## src/hdl/eptmr_pkg.sv

```systemverilog
// Purpose: Constants and types shared by the eight-bit period timer
// Assumes: Core clock of 200 MHz, register port of eight-bit words
// Notes: Offsets index the plain register port directly
package eptmr_pkg;
  // ----------------------------------------
  // Register offsets
  // ----------------------------------------
  localparam logic [2:0] EPTMR_OFF_CONTROL = 3'h0;
  localparam logic [2:0] EPTMR_OFF_PERIOD = 3'h1;
  localparam logic [2:0] EPTMR_OFF_COUNT = 3'h2;
  localparam logic [2:0] EPTMR_OFF_STATUS = 3'h3;
  localparam logic [2:0] EPTMR_OFF_MASK = 3'h4;
  // ----------------------------------------
  // Field positions and reset values
  // ----------------------------------------
  localparam int EPTMR_POST_LSB = 3;
  localparam int EPTMR_RUN_BIT = 2;
  localparam int EPTMR_PRE_LSB = 0;
  localparam logic [7:0] EPTMR_CONTROL_RST = 8'h00;
  localparam logic [7:0] EPTMR_CONTROL_MASK = 8'h7f;
  localparam logic [7:0] EPTMR_PERIOD_RST = 8'hff;
  localparam logic [7:0] EPTMR_COUNT_RST = 8'h00;
  // ----------------------------------------
  // Timing: instruction clock is one quarter of the core clock
  // ----------------------------------------
  localparam int EPTMR_INSTR_DIV = 4;
  localparam logic [1:0] EPTMR_INSTR_LAST = 2'(EPTMR_INSTR_DIV - 1);
  localparam logic [3:0] EPTMR_PRE_LAST_4 = 4'h3;
  localparam logic [3:0] EPTMR_PRE_LAST_16 = 4'hf;
  // Control register fields
  typedef struct packed {
    logic unused;
    logic [3:0] post_divide_select;
    logic timer_run;
    logic [1:0] pre_divide_select;
  } eptmr_control_t;
  // Register port request
  typedef struct packed {
    logic [2:0] addr;
    logic [7:0] wdata;
    logic wr;
    logic rd;
  } eptmr_req_t;
endpackage

```

## src/hdl/eptmr_timer.sv

```systemverilog
// Purpose: Eight-bit period timer with prescaler, postscaler and match interrupt
// Assumes: Register strobes are one cycle, synchronous to core_clk
// Notes: Read data stands only in the cycle after the read strobe
//
// Overview of operation
// - Postscaler field n divides by n plus one
// - Run bit one runs, zero stops timer
// - Period register resets to all ones
// - Count register resets to zero
// - Control top bit reads as zero
// - Instruction clock prescaled by 1, 4, 16
// - Match wraps count, advances postscaler
// - Postscaler output sets match flag
// - Count or control write clears scalers
`timescale 1ns/1ps
module eptmr_timer
  import eptmr_pkg::*;
#(
  parameter int INSTR_DIV = EPTMR_INSTR_DIV // Core cycles per instruction tick
)
(
  input wire logic core_clk, // Core clock, 200 MHz
  input wire logic reset_n, // Asynchronous reset, active low
  input wire logic [2:0] reg_addr, // Register offset
  input wire logic [7:0] reg_wdata, // Write data
  input wire logic reg_wr, // Write strobe
  input wire logic reg_rd, // Read strobe
  output logic [7:0] reg_rdata, // Read data, one cycle after strobe
  output logic irq, // Level interrupt
  output logic [7:0] count_out // Current count value
);
  // ----------------------------------------
  // Elaboration checks
  // ----------------------------------------
  // The phase counter is two bits wide, so it serves dividers of one to four
  if (INSTR_DIV < 1 || INSTR_DIV > 4) begin : g_div_check
    $error("instruction divider must lie between one and four");
  end
  localparam logic [1:0] INSTR_LAST = 2'(INSTR_DIV - 1);

  // ----------------------------------------
  // Register decode
  // ----------------------------------------
  eptmr_req_t req;
  assign req = '{addr: reg_addr, wdata: reg_wdata, wr: reg_wr, rd: reg_rd};

  // Write strobe for one register offset
  function automatic logic wr_hit(input eptmr_req_t r, input logic [2:0] off);
    wr_hit = r.wr && (r.addr == off);
  endfunction

  wire wr_control = wr_hit(req, EPTMR_OFF_CONTROL);
  wire wr_period = wr_hit(req, EPTMR_OFF_PERIOD);
  wire wr_count = wr_hit(req, EPTMR_OFF_COUNT);
  wire wr_status = wr_hit(req, EPTMR_OFF_STATUS);
  wire wr_mask = wr_hit(req, EPTMR_OFF_MASK);

  logic [7:0] control_q, period_q, count_q;
  logic [1:0] instr_q;
  logic [3:0] pre_q, post_q;
  logic flag_q, mask_q;
  eptmr_control_t ctl;
  assign ctl = eptmr_control_t'(control_q);

  // Scaler limit lookup
  function automatic logic [3:0] pre_last(input logic [1:0] sel);
    if (sel[1]) begin
      pre_last = EPTMR_PRE_LAST_16;
    end else if (sel[0]) begin
      pre_last = EPTMR_PRE_LAST_4;
    end else begin
      pre_last = 4'h0;
    end
  endfunction

  // ----------------------------------------
  // Timer datapath
  // ----------------------------------------
  // Tick chain: core clock, instruction tick, prescaler, count, postscaler.
  // The prescaler counts only while running, and the control write that stops
  // the timer clears its partial prescale, so a stopped timer holds zero.
  wire instr_tick = (instr_q == INSTR_LAST);
  wire pre_tick = instr_tick && ctl.timer_run &&
                  (pre_q == pre_last(ctl.pre_divide_select));
  wire match = (count_q == period_q);
  wire post_fire = pre_tick && match && (post_q == ctl.post_divide_select);
  wire scaler_clr = wr_count || wr_control;
  wire [3:0] pre_d = (scaler_clr || pre_tick) ? 4'h0 :
                     (instr_tick && ctl.timer_run) ? 4'(pre_q + 4'h1) : pre_q;
  // The postscaler advances once per period match and restarts when it fires
  wire [3:0] post_d = (scaler_clr || post_fire) ? 4'h0 :
                      (pre_tick && match) ? 4'(post_q + 4'h1) : post_q;
  // A count write beats the increment, so software reads back what it wrote
  wire [7:0] count_d = wr_count ? req.wdata :
                       pre_tick ? (match ? 8'h00 : 8'(count_q + 8'h01)) : count_q;
  // A set in the same cycle as a clear wins, so no period is lost
  wire flag_d = post_fire || (flag_q && !(wr_status && req.wdata[0]));
  // The mask takes effect at its write edge, so irq never lags it
  wire mask_d = wr_mask ? req.wdata[0] : mask_q;

  // Instruction clock divider, free running so writes never shift its phase
  always_ff @(posedge core_clk or negedge reset_n) begin
    if (!reset_n) begin
      instr_q <= 2'h0;
    end else begin
      instr_q <= instr_tick ? 2'h0 : 2'(instr_q + 2'h1);
    end
  end

  // Control, period and count registers
  always_ff @(posedge core_clk or negedge reset_n) begin
    if (!reset_n) begin
      control_q <= EPTMR_CONTROL_RST;
      period_q <= EPTMR_PERIOD_RST;
      count_q <= EPTMR_COUNT_RST;
    end else begin
      // Top control bit is dropped on write, so it always reads back zero
      if (wr_control) begin
        control_q <= req.wdata & EPTMR_CONTROL_MASK;
      end
      if (wr_period) begin
        period_q <= req.wdata;
      end
      count_q <= count_d;
    end
  end

  // Scalers, flag and mask
  always_ff @(posedge core_clk or negedge reset_n) begin
    if (!reset_n) begin
      pre_q <= 4'h0;
      post_q <= 4'h0;
      flag_q <= 1'b0;
      mask_q <= 1'b0;
    end else begin
      pre_q <= pre_d;
      post_q <= post_d;
      flag_q <= flag_d;
      mask_q <= mask_d;
    end
  end

  // ----------------------------------------
  // Read path and outputs
  // ----------------------------------------
  // Unmapped offsets read as zero
  wire [7:0] rd_mux = (req.addr == EPTMR_OFF_CONTROL) ? control_q :
                      (req.addr == EPTMR_OFF_PERIOD) ? period_q :
                      (req.addr == EPTMR_OFF_COUNT) ? count_q :
                      (req.addr == EPTMR_OFF_STATUS) ? {7'h00, flag_q} :
                      (req.addr == EPTMR_OFF_MASK) ? {7'h00, mask_q} : 8'h00;

  // Registered outputs
  always_ff @(posedge core_clk or negedge reset_n) begin
    if (!reset_n) begin
      reg_rdata <= 8'h00;
      irq <= 1'b0;
      count_out <= 8'h00;
    end else begin
      reg_rdata <= req.rd ? rd_mux : 8'h00;
      // Built from the next flag and mask so irq matches both exactly
      irq <= flag_d && mask_d;
      count_out <= count_d;
    end
  end
endmodule

```

## config.mk

```make
export PLATFORM = sky130hd
export DESIGN_NAME = eptmr_timer
export DESIGN_NICKNAME = d
export VERILOG_FILES = /design/src/hdl/eptmr_pkg.sv /design/src/hdl/eptmr_timer.sv
export SDC_FILE = /design/constraint.sdc
export NUM_CORES = 1
export LEC_CHECK = 0
export BUFFER_PORTS_ARGS = -buffer_cell sky130_fd_sc_hd__buf_2
export CELL_PAD_IN_SITES_DETAIL_PLACEMENT = 1
export CELL_PAD_IN_SITES_GLOBAL_PLACEMENT = 1
export CORE_MARGIN = 2
export CORE_UTILIZATION = 48
export CTS_BUF_LIST = sky130_fd_sc_hd__clkbuf_8 sky130_fd_sc_hd__clkbuf_16
export CTS_CLUSTER_DIAMETER = 200
export CTS_CLUSTER_SIZE = 8
export DETAILED_ROUTE_END_ITERATION = 16
export PLACE_DENSITY_LB_ADDON = 0.1
export SKIP_CTS_REPAIR_TIMING = 1
export SLEW_MARGIN = 20
export SYNTH_ARGS = -nofsm -noshare
export SYNTH_HDL_FRONTEND = slang
export SYNTH_SLANG_ARGS = --single-unit
```

## constraint.sdc

```tcl
create_clock -name core_clk -period 6.7 [get_ports core_clk]
set_input_delay 0 -clock core_clk [delete_from_list [all_inputs] [get_ports core_clk]]
set_output_delay 0 -clock core_clk [all_outputs]
set_load 0.01 [all_outputs]
```

# Word level (Yosys, flattened, before mapping)
# Cells that the tools add are included.
[word_totals] ff_bits=44 latch_bits=0 n_memories=0 rom_bits=0 ramBits=0
[classes] order_cmp=0 reduce_logical=21 n_mul=0 mux=17 n_addsub=4 eq_ne=8 shift=0 bitwise_logic=0 div=0
[op_table] operator="2-to-1 mux 8 bit" count=7
[op_table] operator="2-to-1 mux 4 bit" count=5
[op_table] operator="logical AND 1 bit" count=12
[op_table] operator="adder 4 x 1 -> 4 bit, second input constant" count=2
[op_table] operator="adder 8 x 1 -> 8 bit, second input constant" count=1
[op_table] operator="== test 4 bit" count=2
[op_table] operator="== test 8 bit" count=1
[op_table] operator="== test 3 x 2 -> 1 bit, second input constant" count=2
[op_table] operator="nonzero test 2 bit" count=3
[op_table] operator="logical OR 1 bit" count=4
[op_table] operator="2-to-1 mux 2 bit" count=2
[op_table] operator="== test 3 x 1 -> 1 bit, second input constant" count=1
[op_table] operator="== test 3 bit, second input constant" count=1
[op_table] operator="zero test 3 bit" count=1
[op_table] operator="2-to-1 mux 1 bit" count=3
[op_table] operator="adder 2 x 1 -> 2 bit, second input constant" count=1
[op_table] operator="== test 2 bit, second input constant" count=1
[op_table] operator="zero test 1 bit" count=1

# Logic depth before layout (Yosys ltp)
# Gate-level depths: netlist (run 1).
[logic_depth] ltp_word=8 mapped_depth=8 depth_no_buf=6

# Least setup slack after synthesis (run 1)
# Ideal clock, no wire load.
[synth_timing] path_type="register -> register" start="register control_q[1]" end="register post_q[3]" slack_ns=4.493 stages_incl_launch_ff=6 arrival_ns=2.129 required_ns=6.623 period_less_slack_ns=2.207 path_cell_list="dfrtp_1 or4_4 a221oi_4 nand3_4 or4_1 a21oi_1"
[synth_via] elab_chain_len=7
[synth_lines] item="start: declaration" line="eptmr_timer.sv:58" source="logic [7:0] control_q, period_q, count_q;"
[synth_lines] item="start signal: assignment" line="eptmr_timer.sv:119" source="control_q <= req.wdata & EPTMR_CONTROL_MASK;"
[synth_lines] item="2-to-1 mux 4 bit (*)" line="eptmr_timer.sv:67" source="if (sel[1]) begin"
[synth_lines] item="== test 4 bit (*)" line="eptmr_timer.sv:84" source="(pre_q == pre_last(ctl.pre_divide_select));"
[synth_lines] item="logical AND 1 bit (*)" line="eptmr_timer.sv:83" source="wire pre_tick = instr_tick && ctl.timer_run &&"
[synth_lines] item="logical AND 1 bit (*)" line="eptmr_timer.sv:86, eptmr_timer.sv:92"
[synth_lines] item="logical AND 1 bit" line="eptmr_timer.sv:86" source="wire post_fire = pre_tick && match && (post_q == ctl.post_divide_select);"
[synth_lines] item="logical OR 1 bit" line="eptmr_timer.sv:91" source="wire [3:0] post_d = (scaler_clr || post_fire) ? 4'h0 :"
[synth_lines] item="2-to-1 mux 4 bit / nonzero test 2 bit (equally long branches)"
[synth_lines] item="end signal: assignment" line="eptmr_timer.sv:137" source="post_q <= post_d;"
[synth_lines] item="end: declaration" line="eptmr_timer.sv:60" source="logic [3:0] pre_q, post_q;"
# Every way passes the cells marked *; elsewhere a longest branch is shown, timed or not.
# A chain may end at the register's enable or synchronous reset.

# Worst setup path in the final report (run 1)
# Ends and elaborated chain as after synthesis.

==> summary.txt, run 1 <==
total power: 0.811 mW
root buf cell: clkbuf_8
Die Wd: 73.5 um
LEAKAGE: 1.21 nW
outcome: completed
maximum fanout along the worst path: 9
drc violations: 0
most common cell in the netlist: dfrtp_1
GR Layer Usage met3: 0.0425
largest cells by area after synthesis: dfrtp_1, dfstp_2, mux2_2, xor2_1, a21oi_1
EDFF count, synth: 0
via count: 1,841
Setup CP Type: reg2reg
met2 Track Usage GR: 0.355
total number of yosys warnings: 0
non-filler cells, final: 314
H-Tree Level Count: 2
gr usage total: 0.233
top cell type's share of synthesized area: 0.389
CP endpoint kind: register
worst setup path start: control_q[1]
pwr dens: 298 nW/um^2
CTS buffer count: 5
Core Area: 4690 um^2
cell taking the most area after synthesis: dfrtp_1
pre-CTS setup slack: 4.25 ns
Layout area overhead: 17.4%
first-pass GRT wire length: 9510 um
RSZ-0062 raised after global routing: no
# rows: 25
antenna fix cells: 0
Avg Vias per Cell: 5.86
predominant post-synthesis flop cell: dfrtp_1
drt first-iter violations: 127
Hold WS: 0.0719 ns
register area share after synthesis: 0.479
post-layout minimum cycle time: 2.46 ns
average size of a mapped cell: 10.7 um^2
Reg2Reg Depth: 5
Max Buffers Root-to-Sink: 2
met1 usage: 0.331
Finished Cell Area: 2720 um^2
largest net degree at the start of global routing: 45
Worst Path Required: 6.93 ns
layout cells sized above 1: 0.288
initial antenna violation count: 0
Placer Congestion: 0.829
Distinct cells, synth: 48
max cap viols: 0
Overflow after GRT: 0
placed cell count: 296
Synth top cells by count: dfrtp_1, nor2_1, a21oi_1
die footprint: 5400 um^2
DPL Wire Length: 4060 um
worst slew pin tran: 0.852 ns
Sequential cell area: 1110 um^2
drt pass-1 iters: 4
origin of the critical flop-to-flop path: control_q[1]
Synth Instances: 216
Setup crit start kind: register
Async SR Flop Fraction: 1.00
wire per inst: 18.5 um
final period utilization: 0.368
# fillers: 530
Mapped Area: 2320 um^2
vias in the first global route: 1,823
Net Count, Synth: 235
Most Used Layer, Global Route: met2
Buffers on Ports: 31
fin worst setup slack: 4.24 ns
#FFs+latches synth: 44
Fin. Hold Viols: 0
Worst-Skew Late Latency: 0.30 ns
crit path to: post_q[3]
post-route ant nets: 0
num ports: 32
TNS Setup: 0 ns
clock-pin slew on the worst setup and hold paths: 0.08 ns
CTS tree: built
fmax: 406 MHz
worst rel slew slack: 0.429
clock sink count: 44
fin util: 0.580
fin nets: 278
CP arrival: 2.69 ns
Slew Limit Fails: 0
Die Ht: 73.5 um
Layout Skew: 0.00571 ns
final wirelength: 5810 um
Initial Util: 0.494
Critical R2R Capture: post_q[3]
area occupied by multi-input gates: 1170 um^2
endpoints failing setup: 0
Post-DP Area: 2530 um^2
min-delay worst type: in2reg
worst vdd ir: 172 uV
Reg2Reg Setup Slack: 4.24 ns
[sequential cells by signal (all words and copies together), names as in the netlist]
register   flops
instr_q        2
count_q        8
flag_q         1
pre_q          4
period_q       8
irq            1
mask_q         1
post_q         4
reg_rdata      8
control_q      7
[per-layer routing]
metal	up-vias	part of all wire
li1	873	-
met1	914	0.47
met2	44	0.47
met3	10	0.044
met4	0	0.017
met5	-	0
[report_power, final]
group          internal (mW)  switching, mW  leakage, nW
combinational          0.106          0.136        0.614
sequential             0.325         0.0733        0.540
clock                 0.0812         0.0907       0.0538
total                  0.512          0.300         1.21
[placed cells by master (no fill, tap or decap), types with 3 or more instances in the layout]
cell / instances
a211oi_1: 3
a21oi_1: 17
a32oi_1: 3
buf_2: 30
clkbuf_8: 6
dfrtp_1: 36
dfstp_2: 8
dlygate4sd3_1: 10
ha_1: 4
inv_1: 8
mux2_2: 16
mux2i_1: 7
nand2_1: 16
nand3_1: 9
nor2_1: 20
nor2b_1: 3
o21ai_0: 8
xor2_1: 14
[area by class of cell]
class / instances / area share
Multi-Input combinational cell: 160 / 0.428
Sequential cell: 44 / 0.408
Timing Repair Buffer: 42 / 0.0974
Clock buffer: 6 / 0.0303
Tap cell: 54 / 0.0248
Inverter: 6 / 0.00827
Clock inverter: 2 / 0.00276
[worst max-delay path, cell delays in order (launching register included)]
cell	delay, ns
dfrtp_1	0.43
or4_4	0.57
a221oi_4	0.51
nand3_4	0.19
or4_1	0.53
a21oi_1	0.16
[worst min path at each step]
stage	from	to	slack, ns	cells after the start
6_report	reg_wr	mask_q	0.07	3
5_1_grt	reg_addr[2]	reg_rdata[0]	0.12	2
4_1_cts	reset_n	reg_rdata[3]	-0.11	1
3_5_place_dp	reset_n	mask_q	0.22	1
3_3_place_gp	reset_n	irq	0.22	1
2_1_floorplan	reset_n	control_q[0]	-0.30	0
[logic make-up after synthesis]
kind of cell    Yosys count  share of synthesized area
fa+ha+maj                 4                     0.0216
mux                      23                      0.108
compound gates           43                      0.128
flops                    44                      0.479
simple gates             75                      0.184
xor+xnor                 15                     0.0567
buf+inv                  12                     0.0227
No activity file was read; power rests on OpenSTA's default activity.
==> inputs of run 2 (changes only) <==
Settings changed: CORE_UTILIZATION 48 to 40.
Clock period 6.7 ns to 2.1 ns, I/O delays scaled along.
==> run 2 against run 1 <==
Compared with the run above: combinational power grew to 4.4 times the previous value; sequential share of layout area decreased by 3.9 points; cell count grew 13%; non-clock buffer count is 24 higher; sequential cell count is the same; sequential power increased to 3.0 times the previous value; utilization down 3.7 points; wire length grew 12%; critical path type unchanged; critical path depth did not move; clock skew rose by 0.0017 ns; register-to-register slack got worse by 4.2 ns; critical endpoint is now post_q[2]; the run now ends with negative hold slack left; largest cell class unchanged; worst hold slack worse by 0.079 ns.
==> summary.txt, run 2 (same netlist as run 1, synthesis figures left out) <==
Layout area overhead: 29.7%
Setup CP Type: reg2reg
Placer Congestion: 0.810
fin util: 0.543
Fin. Hold Viols: 1
placed cell count: 337
Setup crit start kind: register
RSZ-0062 raised after global routing: yes
DR WL met3: 291 um
worst vdd ir: 470 uV
final period utilization: 0.995
maximum fanout along the worst path: 7
layout cells sized above 1: 0.363
Reg2Reg Setup Slack: 0.01 ns
clock-pin slew on the worst setup and hold paths: 0.09 ns
CTS tree: built
Critical R2R Capture: post_q[2]
min-delay worst type: in2reg
initial antenna violation count: 0
final wirelength: 6510 um
# rows: 27
worst slew pin tran: 0.600 ns
largest registers: count_q x8, period_q x8, reg_rdata x8
pre-CTS setup slack: -0.0729 ns
fin nets: 302
Layout Skew: 0.00741 ns
drc violations: 0
H-Tree Level Count: 2
endpoints failing setup: 0
Die Wd: 80.1 um
drt first-iter violations: 114
root buf cell: clkbuf_8
worst rel slew slack: 0.599
hold endpoint: count_q[0]
clock sink count: 44
largest net degree at the start of global routing: 45
Die Ht: 80.1 um
antenna fix cells: 0
CTS buffer count: 5
DPL Wire Length: 4680 um
Reg2Reg Depth: 5
hold wc startpoint: reg_wdata[0]
origin of the critical flop-to-flop path: control_q[0]
Max Buffers Root-to-Sink: 2
Worst-Skew Late Latency: 0.30 ns
Max Used Layer: met4
LEAKAGE: 1.35 nW
Slew Limit Fails: 0
Worst Hold Depth: 3
max cap viols: 0
CP endpoint kind: register
# fillers: 647
outcome: finished, violations left
TNS Setup: 0 ns
met1 WL: 2910 um
gr usage total: 0.209
Hold WS: -0.00760 ns
CP arrival: 2.32 ns
Buffers on Ports: 31
wire per inst: 18.3 um
total power: 3.15 mW
failing checks: negative hold slack
WL met2: 3200 um
fmax: 478 MHz
Avg Vias per Cell: 5.49
post-layout minimum cycle time: 2.09 ns
die footprint: 6420 um^2
Worst Path Required: 2.33 ns
non-filler cells, final: 356
Core Area: 5540 um^2
pwr dens: 1050 nW/um^2
fin worst setup slack: 0.00968 ns
most frequent cells in the layout: dfrtp_1, buf_2, buf_4
Initial Util: 0.418
Overflow after GRT: 0
most common cell after layout, fill and taps aside: dfrtp_1
vias in the first global route: 1,974
num ports: 32
first-pass GRT wire length: 10,300 um
via count: 1,953
post-route ant nets: 0
drt pass-1 iters: 4
==> run 2: cell count changes in the layout (fill, tap and decap cells not counted), sizes merged <==
cell         change
bufinv           +3
clkbuf           -1
inv              -2
buf             +25
dlygate4sd3      -1
==> run 2: where the power goes <==
part	total, mW	internal [mW]	switching (mW)
sequential	1.18	1.04	0.145
combinational	1.06	0.468	0.595
clock	0.900	0.595	0.305
total	3.15	2.10	1.05
==> run 2: area by class of cell <==
class / count / area, um^2 / share of cell area
well taps: 72 / 90.1 / 0.0300
flip-flops and latches: 44 / 1110 / 0.369
inverters: 6 / 22.5 / 0.00749
multi-input cells: 160 / 1180 / 0.393
repair buffers: 66 / 444 / 0.148
clock buffers: 5 / 68.8 / 0.0229
clock inverters: 3 / 90.1 / 0.0300
==> run 2: stage by stage <==
step	cell area [um^2]	hold slack (ns)
2_1_floorplan	2320	-0.296
3_3_place_gp	2710	0.116
3_5_place_dp	2710	0.119
4_1_cts	2870	-0.200
5_1_grt	3010	0.00438
6_report	3010	-0.00760
==> run 2: worst max path at each step <==
stage | to | from | depth (start not counted)
2_1_floorplan | post_q[2] | control_q[1] | 5
3_3_place_gp | post_q[2] | control_q[1] | 5
3_5_place_dp | post_q[2] | control_q[1] | 5
4_1_cts | post_q[2] | control_q[1] | 5
5_1_grt | post_q[2] | control_q[1] | 5
6_report | post_q[2] | control_q[0] | 5
==> run 2: critical path, stage by stage (launching register included) <==
cell	delay, ns
dfrtp_1	0.39
or4_4	0.55
a221oi_4	0.32
nand3_4	0.15
or4b_4	0.51
a21oi_2	0.12
==> run 2: layer usage <==
metal,up-vias,GRT usage
met5,-,0
met4,0,0.0542
met3,11,0.0449
met2,42,0.343
met1,983,0.282
li1,917,-
